[config.mk]
export PLATFORM = sky130hd
export DESIGN_NAME = i2c_master_receive
export DESIGN_NICKNAME = d
export VERILOG_FILES = /design/src/verilog/i2c_rx_pkg.sv /design/src/verilog/i2c_master_receive.sv
export VERILOG_INCLUDE_DIRS = /design/src /design/src/verilog
export SDC_FILE = /design/constraint.sdc
export NUM_CORES = 1
export LEC_CHECK = 0
export BUFFER_PORTS_ARGS = -buffer_cell sky130_fd_sc_hd__buf_2
export CAP_MARGIN = 10
export CORE_UTILIZATION = 57
export DETAILED_ROUTE_END_ITERATION = 10
export GPL_ROUTABILITY_DRIVEN = 0
export PLACE_DENSITY = 0.88
export SYNTH_ARGS = -nofsm -noshare
export SYNTH_HDL_FRONTEND = slang
export SYNTH_SLANG_ARGS = --single-unit
[constraint.sdc]
create_clock -name clk_sys_i -period 5.1 [get_ports clk_sys_i]
set_clock_uncertainty 0.15 [all_clocks]
set_input_delay 1.02 -clock clk_sys_i [delete_from_list [all_inputs] [get_ports clk_sys_i]]
set_output_delay 1.02 -clock clk_sys_i [all_outputs]
set_load 0.005 [all_outputs]
[src/verilog/i2c_rx_map.svh]
// register offsets, field positions and reset values
`ifndef I2C_RX_MAP_SVH
`define I2C_RX_MAP_SVH
`define CTRL2_OFS 8'h00
`define STAT_OFS 8'h04
`define BUF_OFS 8'h08
`define BAUD_OFS 8'h0c
`define IRQ_STAT_OFS 8'h10
`define IRQ_CLR_OFS 8'h14
`define IRQ_EN_OFS 8'h18
`define MODE_OFS 8'h1c
`define RCV_EN_POS 3
`define ACK_EN_POS 4
`define ACK_DATA_POS 5
`define BF_POS 0
`define OV_POS 1
`define WRITE_COLLISION_FLAG_POS 2
`define BUSY_POS 3
`define EV_BYTE_POS 0
`define EV_OV_POS 1
`define EV_WRITE_COLLISION_FLAG_POS 2
`define EV_ACK_POS 3
`define BAUD_RST 8'h04
`define MODE_RST 1'b0
`endif

[src/verilog/i2c_rx_pkg.sv]
// types for the two-wire master receive path
package i2c_rx_pkg;
  typedef enum logic [2:0] {ST_IDLE, ST_RECV, ST_ACK} rx_state_t;
  typedef logic [7:0] byte_t;
  typedef logic [31:0] word_t;
endpackage
[src/verilog/i2c_master_receive.sv]
// two-wire master receive path with wishbone registers
// --------------------------------------------------------
// Overview of operation
// - setting receive enable bit 3 of control two starts byte reception when mode bit 0 is set
// - each rollover toggles clock pin and shifts a data bit in on rise
// - after eighth falling clock: clear enable, set interrupt flag, and if full is clear load buffer and set full
// - after a byte the clock stays low and generator stops until next command
// - reading the transfer buffer clears the buffer full flag
// - setting ack enable bit 4 after reception sends one acknowledge bit
// - overflow flag sets when a byte completes while buffer full still set
// - buffer write during shifting sets write collision and is discarded
// - each clock level lasts one rollover period before changing
// --------------------------------------------------------
`timescale 1ns/1ps
`include "i2c_rx_map.svh"
module i2c_master_receive
#(
  parameter int BAUD_W = 8
)
(
  // clock and reset
  input wire logic clk_sys_i,
  input wire logic reset_i,
  // wishbone slave
  input wire logic wb_cyc_i,
  input wire logic wb_stb_i,
  input wire logic wb_we_i,
  input wire logic [7:0] wb_adr_i,
  input wire logic [3:0] wb_sel_i,
  input wire i2c_rx_pkg::word_t wb_dat_i,
  output i2c_rx_pkg::word_t wb_dat_o,
  output logic wb_ack_o,
  output logic wb_err_o,
  // two-wire pins
  input wire logic scl_i,
  output logic scl_o,
  output logic scl_oe_o,
  input wire logic sda_i,
  output logic sda_o,
  output logic sda_oe_o,
  // interrupt
  output logic irq_o
);
  import i2c_rx_pkg::*;

  initial
  begin
    if (BAUD_W < 2 || BAUD_W > 16)
      $error("BAUD_W out of range");
  end

  // --------------------------------------------------------
  // registers
  // --------------------------------------------------------
  rx_state_t state_q;
  logic rcv_en_q;
  logic ack_en_q;
  logic ack_data_q;
  logic bf_q;
  logic ov_q;
  logic write_collision_flag_q;
  logic mode_q;
  byte_t buf_q;
  byte_t shift_q;
  logic [BAUD_W-1:0] baud_q;
  logic [BAUD_W-1:0] brg_q;
  logic [4:0] edge_q;
  logic scl_q;
  logic sda_q;
  logic [3:0] irq_stat_q;
  logic [3:0] irq_en_q;
  logic ack_q;
  word_t rdata_q;

  logic req;
  logic wr;
  logic rd;
  logic mapped;
  logic rollover;
  logic byte_done;
  logic ack_done;
  logic rcv_start;
  logic ack_start;

  assign req = wb_cyc_i & wb_stb_i & ~wb_ack_o & ~wb_err_o;
  assign mapped = (wb_adr_i[7:5] == 3'h0) && (wb_adr_i[1:0] == 2'h0);
  assign wr = req & mapped & wb_we_i & wb_sel_i[0];
  assign rd = req & mapped & ~wb_we_i;
  assign rollover = (state_q != ST_IDLE) && (brg_q == '0);
  assign byte_done = (state_q == ST_RECV) && rollover && (edge_q == 5'h0f);
  assign ack_done = (state_q == ST_ACK) && rollover && (edge_q == 5'h01);
  assign rcv_start = wr && (wb_adr_i == `CTRL2_OFS) && wb_dat_i[`RCV_EN_POS]
    && (state_q == ST_IDLE) && mode_q;
  assign ack_start = wr && (wb_adr_i == `CTRL2_OFS) && wb_dat_i[`ACK_EN_POS]
    && (state_q == ST_IDLE) && !wb_dat_i[`RCV_EN_POS];

  // --------------------------------------------------------
  // bus slave: one-cycle ack, err on unmapped
  // --------------------------------------------------------
  always_ff @(posedge clk_sys_i)
  begin
    if (reset_i)
    begin
      wb_ack_o <= 1'b0;
      wb_err_o <= 1'b0;
    end
    else
    begin
      wb_ack_o <= req & mapped;
      wb_err_o <= req & ~mapped;
    end
  end

  always_ff @(posedge clk_sys_i)
  begin
    if (reset_i)
      rdata_q <= '0;
    else if (rd)
    begin
      case (wb_adr_i)
        `CTRL2_OFS: rdata_q <= {26'h0, ack_data_q, ack_en_q, rcv_en_q, 3'h0};
        `STAT_OFS: rdata_q <= {28'h0, state_q != ST_IDLE, write_collision_flag_q, ov_q, bf_q};
        `BUF_OFS: rdata_q <= {24'h0, buf_q};
        `BAUD_OFS: rdata_q <= {{(32-BAUD_W){1'b0}}, baud_q};
        `IRQ_STAT_OFS: rdata_q <= {28'h0, irq_stat_q};
        `IRQ_EN_OFS: rdata_q <= {28'h0, irq_en_q};
        `MODE_OFS: rdata_q <= {31'h0, mode_q};
        default: rdata_q <= '0;
      endcase
    end
  end
  assign wb_dat_o = rdata_q;

  // --------------------------------------------------------
  // configuration
  // --------------------------------------------------------
  always_ff @(posedge clk_sys_i)
  begin
    if (reset_i)
    begin
      baud_q <= BAUD_W'(`BAUD_RST);
      mode_q <= `MODE_RST;
      ack_data_q <= 1'b0;
      irq_en_q <= '0;
    end
    else if (wr)
    begin
      case (wb_adr_i)
        `BAUD_OFS: baud_q <= (wb_dat_i[BAUD_W-1:0] == '0) ? BAUD_W'(1) : wb_dat_i[BAUD_W-1:0];
        `MODE_OFS: mode_q <= wb_dat_i[0];
        `IRQ_EN_OFS: irq_en_q <= wb_dat_i[3:0];
        `CTRL2_OFS: ack_data_q <= wb_dat_i[`ACK_DATA_POS];
        default: mode_q <= mode_q;
      endcase
    end
  end

  // --------------------------------------------------------
  // sequencer and baud generator
  // --------------------------------------------------------
  always_ff @(posedge clk_sys_i)
  begin
    if (reset_i)
    begin
      state_q <= ST_IDLE;
      brg_q <= '0;
      edge_q <= '0;
      scl_q <= 1'b0;
      rcv_en_q <= 1'b0;
      ack_en_q <= 1'b0;
    end
    else
    begin
      case (state_q)
        ST_IDLE:
        begin
          scl_q <= 1'b0;
          edge_q <= '0;
          brg_q <= baud_q;
          if (rcv_start)
          begin
            state_q <= ST_RECV;
            rcv_en_q <= 1'b1;
          end
          else if (ack_start)
          begin
            state_q <= ST_ACK;
            ack_en_q <= 1'b1;
          end
        end
        ST_RECV, ST_ACK:
        begin
          if (rollover)
          begin
            brg_q <= baud_q;
            scl_q <= ~scl_q;
            edge_q <= edge_q + 5'h01;
            if (byte_done)
            begin
              state_q <= ST_IDLE;
              rcv_en_q <= 1'b0;
            end
            if (ack_done)
            begin
              state_q <= ST_IDLE;
              ack_en_q <= 1'b0;
            end
          end
          else
            brg_q <= brg_q - BAUD_W'(1);
        end
        default: state_q <= ST_IDLE;
      endcase
    end
  end
  assign scl_o = 1'b0;
  assign scl_oe_o = ~scl_q;

  // --------------------------------------------------------
  // data shift, sampled on each rising clock
  // --------------------------------------------------------
  always_ff @(posedge clk_sys_i)
  begin
    if (reset_i)
      shift_q <= '0;
    else if (state_q == ST_RECV && rollover && !scl_q)
      shift_q <= {shift_q[6:0], sda_i};
  end

  // ack drive: low for ack, released for nack
  always_ff @(posedge clk_sys_i)
  begin
    if (reset_i)
      sda_q <= 1'b0;
    else
      sda_q <= (state_q == ST_ACK) && !ack_data_q;
  end
  assign sda_o = 1'b0;
  assign sda_oe_o = sda_q;

  // --------------------------------------------------------
  // address hits and event strobes
  // --------------------------------------------------------
  logic hit_stat;
  logic hit_buf;
  logic ev_byte;
  logic ev_ov;
  logic ev_write_collision_flag;
  logic ev_ack;
  assign hit_stat = (wb_adr_i == `STAT_OFS);
  assign hit_buf = (wb_adr_i == `BUF_OFS);
  assign ev_byte = byte_done;
  assign ev_ov = byte_done && bf_q;
  assign ev_write_collision_flag = wr && hit_buf && (state_q == ST_RECV);
  assign ev_ack = ack_done;

  // --------------------------------------------------------
  // buffer and full flag
  // --------------------------------------------------------
  always_ff @(posedge clk_sys_i)
  begin
    if (reset_i)
    begin
      buf_q <= '0;
      bf_q <= 1'b0;
    end
    else
    begin
      if (ev_byte && !bf_q)
      begin
        buf_q <= shift_q;
        bf_q <= 1'b1;
      end
      else
      begin
        if (rd && hit_buf)
          bf_q <= 1'b0;
        if (wr && hit_buf && state_q == ST_IDLE)
          buf_q <= wb_dat_i[7:0];
      end
    end
  end

  // --------------------------------------------------------
  // overflow flag, old byte kept
  // --------------------------------------------------------
  always_ff @(posedge clk_sys_i)
  begin
    if (reset_i)
      ov_q <= 1'b0;
    else if (ev_ov)
      ov_q <= 1'b1;
    else if (wr && hit_stat && !wb_dat_i[`OV_POS])
      ov_q <= 1'b0;
  end

  // --------------------------------------------------------
  // write collision flag, cleared by software only
  // --------------------------------------------------------
  always_ff @(posedge clk_sys_i)
  begin
    if (reset_i)
      write_collision_flag_q <= 1'b0;
    else if (ev_write_collision_flag)
      write_collision_flag_q <= 1'b1;
    else if (wr && hit_stat && !wb_dat_i[`WRITE_COLLISION_FLAG_POS])
      write_collision_flag_q <= 1'b0;
  end

  // --------------------------------------------------------
  // interrupts: sticky status, set wins over clear
  // --------------------------------------------------------
  logic [3:0] ev;
  assign ev = {ev_ack, ev_write_collision_flag, ev_ov, ev_byte};
  always_ff @(posedge clk_sys_i)
  begin
    if (reset_i)
      irq_stat_q <= '0;
    else if (wr && wb_adr_i == `IRQ_CLR_OFS)
      irq_stat_q <= (irq_stat_q & ~wb_dat_i[3:0]) | ev;
    else
      irq_stat_q <= irq_stat_q | ev;
  end

  always_ff @(posedge clk_sys_i)
  begin
    if (reset_i)
      ack_q <= 1'b0;
    else
      ack_q <= |(irq_stat_q & irq_en_q);
  end
  assign irq_o = ack_q;
endmodule

; ---- Word level (Yosys, flattened, before mapping)
; Index checks and enable logic that the tools add are counted.
[totals]
output_inout_bits = 39
inputBits = 51
regBits = 92
[op_classes]
n_reduce_logical = 53
n_eq_ne = 19
muxes = 32
addsub = 2
bitwise_logic = 18
[ops]
columns = cell, count
row1 = $pmux W8 S7, 1
row2 = $eq A8 B5 Y1 const B, 4
row3 = $mux W8, 4
row4 = $logic_and A1 B1 Y1, 25
row5 = $logic_not A8 Y1, 3
row6 = $eq A8 B4 Y1 const B, 2
row7 = $pmux W8 S2, 1
row8 = $mux W3, 5
row9 = $mux W1, 14
row10 = $ne A2 B2 Y1 const B, 6
row11 = $pmux W5 S2, 1
row12 = $reduce_and A2 Y1, 5
row13 = $reduce_bool A2 Y1, 5
row14 = $and A1 B1 Y1, 8
row15 = $and A4 B4 Y4, 2
row16 = $eq A8 B3 Y1 const B, 1
row17 = $or A4 B4 Y4, 2
row18 = $sub A8 B1 Y8 const B, 1
row19 = $logic_not A1 Y1, 6
row20 = $logic_not A3 Y1, 2
row21 = $ne A3 B3 Y1 const B, 2
row22 = $pmux W1 S2, 3
row23 = $pmux W3 S2, 1
row24 = $add A5 B1 Y5 const B, 1
row25 = 15 further kinds, 19

; ---- Depth between registers and ports, before layout
; Gate-level depths: netlist of run 1.
[logic_depth]
word_depth = 13
ltp_mapped = 8

; ---- Worst setup path before layout of run 1
; Ideal clock, no wire load.
[synth_timing]
path_type = input to register
from = input wb_adr_i[4]
to = register buf_q[0]
path_stages = 5
required_time_ns = 4.809
path_buffers = 1
slack_ns = 2.217
arrival_time_ns = 2.592
path_cell_list = buf_6 -> or4_4 -> nor4_4 -> mux2i_1 -> o31ai_2
[synth_via]
elab_chain_cells = 4
[synth_lines]
columns = element, line_no
row1 = start: declaration, i2c_master_receive.sv:28  ; input wire logic [7:0] wb_adr_i,
row2 = $eq A8 B4 Y1, -
row3 = $logic_and A1 B1 Y1 (2 in a row), i2c_master_receive.sv:278  ; if (wr && hit_buf && state_q == ST_IDLE)
row4 = $reduce_bool A2 Y1 (no source line), -
row5 = end signal: assignment, i2c_master_receive.sv:271  ; buf_q <= shift_q;
row6 = end signal: assignment, i2c_master_receive.sv:279  ; buf_q <= wb_dat_i[7:0];
row7 = end: declaration, i2c_master_receive.sv:63  ; byte_t buf_q;
; Every way passes these cells.
; A chain may end at the register's enable or synchronous reset.

; ---- Worst setup path after layout of run 1
[layout_timing]
from = input wb_cyc_i
to = register baud_q[2]
[layout_via]
elab_chain_cells = 7
[layout_lines]
columns = element, line_no
row1 = start: declaration, i2c_master_receive.sv:25  ; input wire logic wb_cyc_i,
row2 = $and A1 B1 Y1 (3 in a row), i2c_master_receive.sv:85  ; assign req = wb_cyc_i & wb_stb_i & ~wb_ack_o & ~wb_err_o;
row3 = $and A1 B1 Y1 (3 in a row), i2c_master_receive.sv:87  ; assign wr = req & mapped & wb_we_i & wb_sel_i[0];
row4 = $reduce_and A2 Y1 (no source line), -
row5 = end signal: assignment, i2c_master_receive.sv:141  ; baud_q <= BAUD_W'(`BAUD_RST);
row6 = end signal: assignment, i2c_master_receive.sv:149  ; `BAUD_OFS: baud_q <= (wb_dat_i[BAUD_W-1:0] == '0) ? BAUD_W'(1) : wb_dat_i[BAUD_W-1:0];
row7 = end: declaration, i2c_master_receive.sv:65  ; logic [BAUD_W-1:0] baud_q;
; Every way passes these cells.

==> flow_metrics.py, run 1 <==
metrics = {
    "flow_run": {
        "maxCapViolCount": 0,
    },
    "finish": {
        "diodes": 0,
        "layout-drive-gt1-share_pct": 15.38,
        "nFillCells": 494,
        "finalNetCount": 497,
        "syn_to_final_growth_pct": 8.457,
    },
    "place": {
        "dp.final_hpwl_mm": 5.976,
        "place_ws_ps": 1602,
        "numPortBuffers": 35,
    },
    "hold_path": {
        "hp-start": "wb_dat_o[1]",
        "min_path_type": "flip-flop to flip-flop",
    },
    "global_route": {
        "grt_usage_pct": 27.73,
        "antenna_found_initial": 0,
        "grt_pass1_wl_mm": 13.47,
        "grt-ovfl-total": 0,
        "grt_max_degree": 45,
        "grt_pass1_vias": 2776,
    },
    "sta": {
        "tns_ps": 0,
        "slew_headroom_pct": 40.12,
        "tightest_slew_ps": 894.9,
        "fmax_mhz": 315.3,
        "finalCritPeriodShare_pct": 62.18,
        "setup_viol": 0,
        "slew_viol_final": 0,
        "rsz0062_at_grt": "no",
        "whs_ps": 305.8,
        "hold_viol_final": 0,
        "fin_ws_ps": 1929,
        "fin_crit_ps": 3171,
    },
    "routing": {
        "dr.first_iter.drc_count": 239,
        "route.met2.wl_mm": 3.816,
        "routed.top_layer": "met4",
        "drc": 0,
        "wl_met1_mm": 3.636,
        "vias": 3145,
        "routed-wl-met3_um": 680,
        "wl_per_cell_um": 16.30,
        "drtAntennaViolNets": 0,
        "post_drt_via_cell_ratio": 6.083,
        "drt_pass1_iterations": 5,
        "drt-total-wl_mm": 8.428,
    },
    "power": {
        "combPwrFrac_pct": 5.3,
        "cellPowerDensity_nw_per_um2": 266.9,
        "p_leak_nw": 1.569,
        "switching_share_pct": 24.22,
        "internal_power_mw": 0.7757,
        "pwr-share-seq_pct": 51.2,
        "power_mw": 1.024,
        "power.switching_mw": 0.2479,
        "vdd_drop_max_v": 0.0001834,
        "p_clk_share_pct": 43.5,
    },
    "clock_network": {
        "hold_buffers": 0,
        "cts_buffers": 9,
        "post_cts_resized": 0,
        "clock-root-buffer": "clkbuf_8",
        "htreeDepth": 3,
        "clockBufferDepth": 2,
        "clkTransAtPathRegs_ps": 80,
        "cts_setup_buffers": 0,
        "cts_tree": "done",
        "clock-sinks": 67,
        "clock_latency_ps": 360,
    },
    "die": {
        "die_w_um": 80.76,
        "die_area_um2": 6522,
        "pin_count": 90,
        "core.rowCount": 28,
        "start_util_pct": 59.37,
        "die_h_um": 80.76,
        "core-area_um2": 5956,
    },
    "worst_setup_path": {
        "start_kind": "input pin",
        "crit_path_max_fanout": 10,
        "rr_startpoint": "state_q[1]",
        "crit_arrival_ps": 3280,
        "end_kind": "flip-flop",
        "worstSetupStartpoint": "wb_cyc_i",
        "required_ps": 5200,
        "critPathKind": "input pin to flip-flop",
    },
    "synth": {
        "synth_edf_count": 0,
        "synth_area_um2": 3536,
        "synthArstFlopShare_pct": 0,
        "yosysWarnings": 0,
        "synthCells": 407,
        "synth_ff_type": "dfxtp_1",
        "ys_seq_elements": 67,
        "ys_seq_area_share_pct": 37.93,
        "synth_cell_types": 56,
        "synth_area_per_cell_um2": 8.688,
    },
    "status": {
        "status": "finished clean",
    },
}
[power by group through the flow]
| stage | Clock (mW) | Combinational (mW) | Sequential (mW) |
|---|---|---|---|
| 2_1_floorplan | 0 | 0.0475 | 0.536 |
| 3_5_place_dp | 0 | 0.0526 | 0.536 |
| 5_1_grt | 0.474 | 0.0603 | 0.524 |
| 3_3_place_gp | 0 | 0.0520 | 0.536 |
| 4_1_cts | 0.447 | 0.0528 | 0.524 |
| 6_report | 0.445 | 0.0542 | 0.524 |
[synthesized netlist by cell type, drive strengths merged, types with 3 or more instances]
library cell / instances / area share [%]
clkbuf: 11 / 1.2
o22ai: 4 / 0.71
nand2: 32 / 3.4
nor3: 8 / 1.1
dfxtp: 67 / 38
nand3: 18 / 2.5
ha: 9 / 3.2
buf: 31 / 6.3
mux2i: 36 / 10
a21oi: 31 / 4.4
nor2b: 4 / 0.71
nand4: 5 / 0.88
inv: 14 / 1.5
or4: 4 / 0.96
o32ai: 3 / 0.74
nor2: 48 / 5.1
or3: 6 / 1.1
o31ai: 8 / 2.8
o21ai: 12 / 1.7
a211oi: 4 / 0.85
and3: 4 / 0.71
nor4: 9 / 2.2
a22oi: 6 / 1.3
[worst max-delay path, cell delays in order]
cell	delay [ps]
buf_2	80
nand4bb_1	380
nor4_2	780
and3_1	590
nor2b_1	130
a211o_1	290
[registers in the layout, summed over array words and instances (netlist names)]
name / cells
baud_q: 8
brg_q: 8
buf_q: 8
shift_q: 8
wb_dat_o: 8
edge_q: 5
irq_en_q: 4
irq_stat_q: 4
state_q: 2
ack_data_q: 1
ack_en_q: 1
bf_q: 1
irq_o: 1
mode_q: 1
ov_q: 1
rcv_en_q: 1
scl_q: 1
sda_oe_o: 1
wb_ack_o: 1
wb_err_o: 1
write_collision_flag_q: 1
[cell usage in the layout (no fill, tap or decap), types with 2 or more instances in the layout]
master    instances
dfxtp_1          67
nor2_1           48
mux2i_1          36
buf_2            35
nand2_1          32
a21oi_1          31
conb_1           26
nand3_1          18
inv_1            14
o21ai_0          12
clkbuf_8         10
ha_1              9
nor3_1            8
o31ai_2           8
nor4_1            7
or3_1             6
a22oi_1           6
nand4_1           5
and3_1            4
nor2b_1           4
o22ai_1           4
a211oi_1          4
o32ai_1           3
or4_1             3
clkinv_2          3
nand4b_1          2
nor4b_1           2
nor3b_1           2
nand3b_1          2
mux2_2            2
a31oi_1           2
a221oi_1          2
[cell type report]
cell class	count	area [um^2]	area share, %
multi-input combinational	309	1971	51.39
sequential	67	1341	34.98
timing repair buffer	36	182.7	4.763
clock buffer	11	141.4	3.687
tap	75	93.84	2.447
clock inverter	5	52.55	1.370
inverter	14	52.55	1.370
[worst paths after layout]
kind	to	slack, ps	depth (start not counted)
worst max-delay path	baud_q[2]	1930	6
worst min-delay path	wb_dat_o[1]	310	2
worst max register to register	buf_q[6]	2120	7
worst min register to register	wb_dat_o[1]	310	2
[per-layer routing]
layer / GRT usage [%] / vias up
met4: 13.93 / 0
met1: 36.19 / 1480
met3: 6.966 / 34
met2: 42.54 / 166
li1: - / 1465
met5: 0 / -
[per-stage QoR]
stage                     instances  cell area, um^2  util [%]
final                           517             3835     64.39
after global routing            517             3835     64.39
after CTS                       517             3835     64.39
after detailed placement        501             3641     61.13
after global placement          501             3641     61.13
after floorplan                 432             3630         -
[logic make-up after synthesis]
family | synth area share, %
compound gates | 14.51
xor+xnor | 0.2477
fa+ha+maj | 3.185
buf+inv | 8.988
flops | 37.93
mux | 12.21
other cells | 0.1061
simple gates | 22.82
Note: power is estimated with default switching activity, not from simulation.
==> run 2: changes to the inputs <==
ABC_AREA = 1   (was unset)
CORE_UTILIZATION = 48   (was 57)
PLACE_DENSITY = 0.79   (was 0.88)
clock period = 2.6 ns   (was 5.1 ns; I/O delays follow)
==> run 2 against run 1 <==
Hold slack got worse by 1.6 ps. Critical path depth increased by 6. Worst setup slack got worse by 1600 ps. Combinational power increased by 70%. Highest routed layer unchanged. Non-clock buffer count increased by 2. Core utilization decreased by 9.2 points. Sequential power increased by 97%. Total power increased by 87%.
==> flow_metrics.py, run 2 <==
metrics = {
    "synth": {
        "synthArstFlopShare_pct": 0,
        "synth_commonest_cells": "nand2_1 (90), dfxtp_1 (67), o21ai_0 (52)",
        "yosysTopAreaCellShare_pct": 38.66,
        "synth_area_per_cell_um2": 7.183,
        "synth_edf_count": 0,
        "synth_area_um2": 3470,
        "ys_seq_elements": 67,
        "synth_area_leader_cell": "dfxtp_1",
        "yosysWarnings": 0,
        "ys_seq_area_share_pct": 38.66,
        "synth.most_common_cell": "nand2_1",
        "netlist_top_cells_area": "dfxtp_1 (39%), nand2_1 (9.7%), o21ai_0 (7.5%)",
        "synth_cell_types": 33,
        "synth_ff_type": "dfxtp_1",
        "synthCells": 483,
    },
    "flow_run": {
        "maxCapViolCount": 0,
    },
    "worst_setup_path": {
        "crit_path_max_fanout": 13,
        "crit_arrival_ps": 2350,
        "required_ps": 2690,
        "start_kind": "flip-flop",
        "end_kind": "flip-flop",
        "critPathKind": "flip-flop to flip-flop",
    },
    "finish": {
        "layout-drive-gt1-share_pct": 14.50,
        "layout_commonest_cell": "nand2_1",
        "syn_to_final_growth_pct": 9.773,
        "mostFrequentLayoutCells": "nand2_1 (90), dfxtp_1 (67), o21ai_0 (52), a21oi_1 (51), inv_1 (50)",
        "diodes": 0,
        "finalNetCount": 579,
    },
    "die": {
        "core.rowCount": 30,
        "core-area_um2": 6907,
        "pin_count": 90,
        "die_w_um": 87.02,
        "die_area_um2": 7572,
        "die_h_um": 87.02,
        "start_util_pct": 50.24,
    },
    "sta": {
        "fin_crit_ps": 2261,
        "tns_ps": 0,
        "finalCritPeriodShare_pct": 86.96,
        "rsz0062_at_grt": "no",
        "slew_headroom_pct": 46.74,
        "whs_ps": 304.2,
        "fmax_mhz": 442.3,
        "setup_viol": 0,
        "slew_viol_final": 0,
        "tightest_slew_ps": 798.1,
        "hold_viol_final": 0,
    },
    "routing": {
        "drc": 0,
        "wl_per_cell_um": 12.62,
        "routed-wl-met3_um": 479,
        "dr.first_iter.drc_count": 248,
        "wl_met1_mm": 3.421,
        "vias": 3222,
        "drt-total-wl_mm": 7.825,
        "routed.top_layer": "met4",
        "route.met2.wl_mm": 3.738,
        "drt_pass1_iterations": 5,
        "post_drt_via_cell_ratio": 5.197,
        "drtAntennaViolNets": 0,
    },
    "clock_network": {
        "clock-root-buffer": "clkbuf_8",
        "cts_tree": "done",
        "clock-sinks": 67,
        "htreeDepth": 3,
        "post_cts_resized": 0,
        "clkTransAtPathRegs_ps": 70,
        "clockBufferDepth": 2,
        "clock_latency_ps": 350,
        "cts_setup_buffers": 0,
        "hold_buffers": 0,
        "cts_buffers": 9,
    },
    "power": {
        "power_mw": 1.912,
        "cellPowerDensity_nw_per_um2": 502.0,
        "vdd_drop_max_v": 0.0002739,
        "p_leak_nw": 1.569,
    },
    "global_route": {
        "grt-ovfl-total": 0,
        "grt_pass1_wl_mm": 12.71,
        "grt_pass1_vias": 2759,
        "antenna_found_initial": 0,
        "grt_usage_pct": 22.24,
        "grt_max_degree": 35,
    },
    "hold_path": {
        "min_path_type": "flip-flop to flip-flop",
    },
    "status": {
        "status": "finished clean",
    },
    "place": {
        "numPortBuffers": 35,
        "dp.final_hpwl_mm": 5.787,
    },
}
## run 2: layer usage
metal	global-route usage (%)	vias up
met3	3.981	17
li1	-	1608
met4	10.91	0
met5	0	-
met1	28.19	1478
met2	36.44	119
## run 2: final timing paths
check	endpoint	slack, ps	from	depth (start not counted)
max	buf_q[6]	340	state_q[0]	12
min	shift_q[7]	300	shift_q[7]	2
max reg2reg	buf_q[6]	340	state_q[0]	12
min reg2reg	shift_q[7]	300	shift_q[7]	2
## run 2: final cells by class
| type | count | area [um^2] |
|---|---|---|
| Clock inverter | 5 | 27.53 |
| Sequential cell | 67 | 1341 |
| Timing Repair Buffer | 38 | 197.7 |
| Clock buffer | 11 | 151.4 |
| Tap cell | 96 | 120.1 |
| Fill cell | 673 | 3098 |
| Inverter | 58 | 217.7 |
| Multi-Input combinational cell | 345 | 1753 |
## run 2: cells by family (layout without fill, tap and decap cells)
group / after synthesis / count (layout) / share of synthesized area (%)
buffers and inverters: 96 / 112 / 13.52
AOI/OAI and AO/OA: 123 / 123 / 18.72
other: 1 / 26 / 0.1081
adders and majority gates: 9 / 9 / 3.246
xor gates and xnor gates: 3 / 3 / 0.7574
and+or+nand+nor: 184 / 184 / 24.99
DFF: 67 / 67 / 38.66
## run 2: metrics by stage
step	utilization [%]	cell area (um^2)	setup WS, ps	instances
detailed placement	52.55	3630	366.4	604
CTS	55.14	3809	347.1	620
global route	55.14	3809	149.7	620
finish	55.14	3809	339.1	620
floorplan	-	3563	725.4	508
global placement	52.55	3630	402.6	604
## run 2: critical path, stage by stage (launching register included)
cell	delay, ps
dfxtp_1	380
inv_1	80
ha_1	280
inv_2	120
nand3_2	130
nor2_8	180
nand3_4	150
nor2_8	200
inv_2	100
nand2_4	120
inv_2	90
nor2_1	120
nor2_1	50
## run 2: power by group
group / internal [mW] / switching, mW / leakage, nW
clock network: 0.391 / 0.400 / 0.0949
registers: 1.03 / 0.00164 / 0.540
logic: 0.0291 / 0.0629 / 0.934
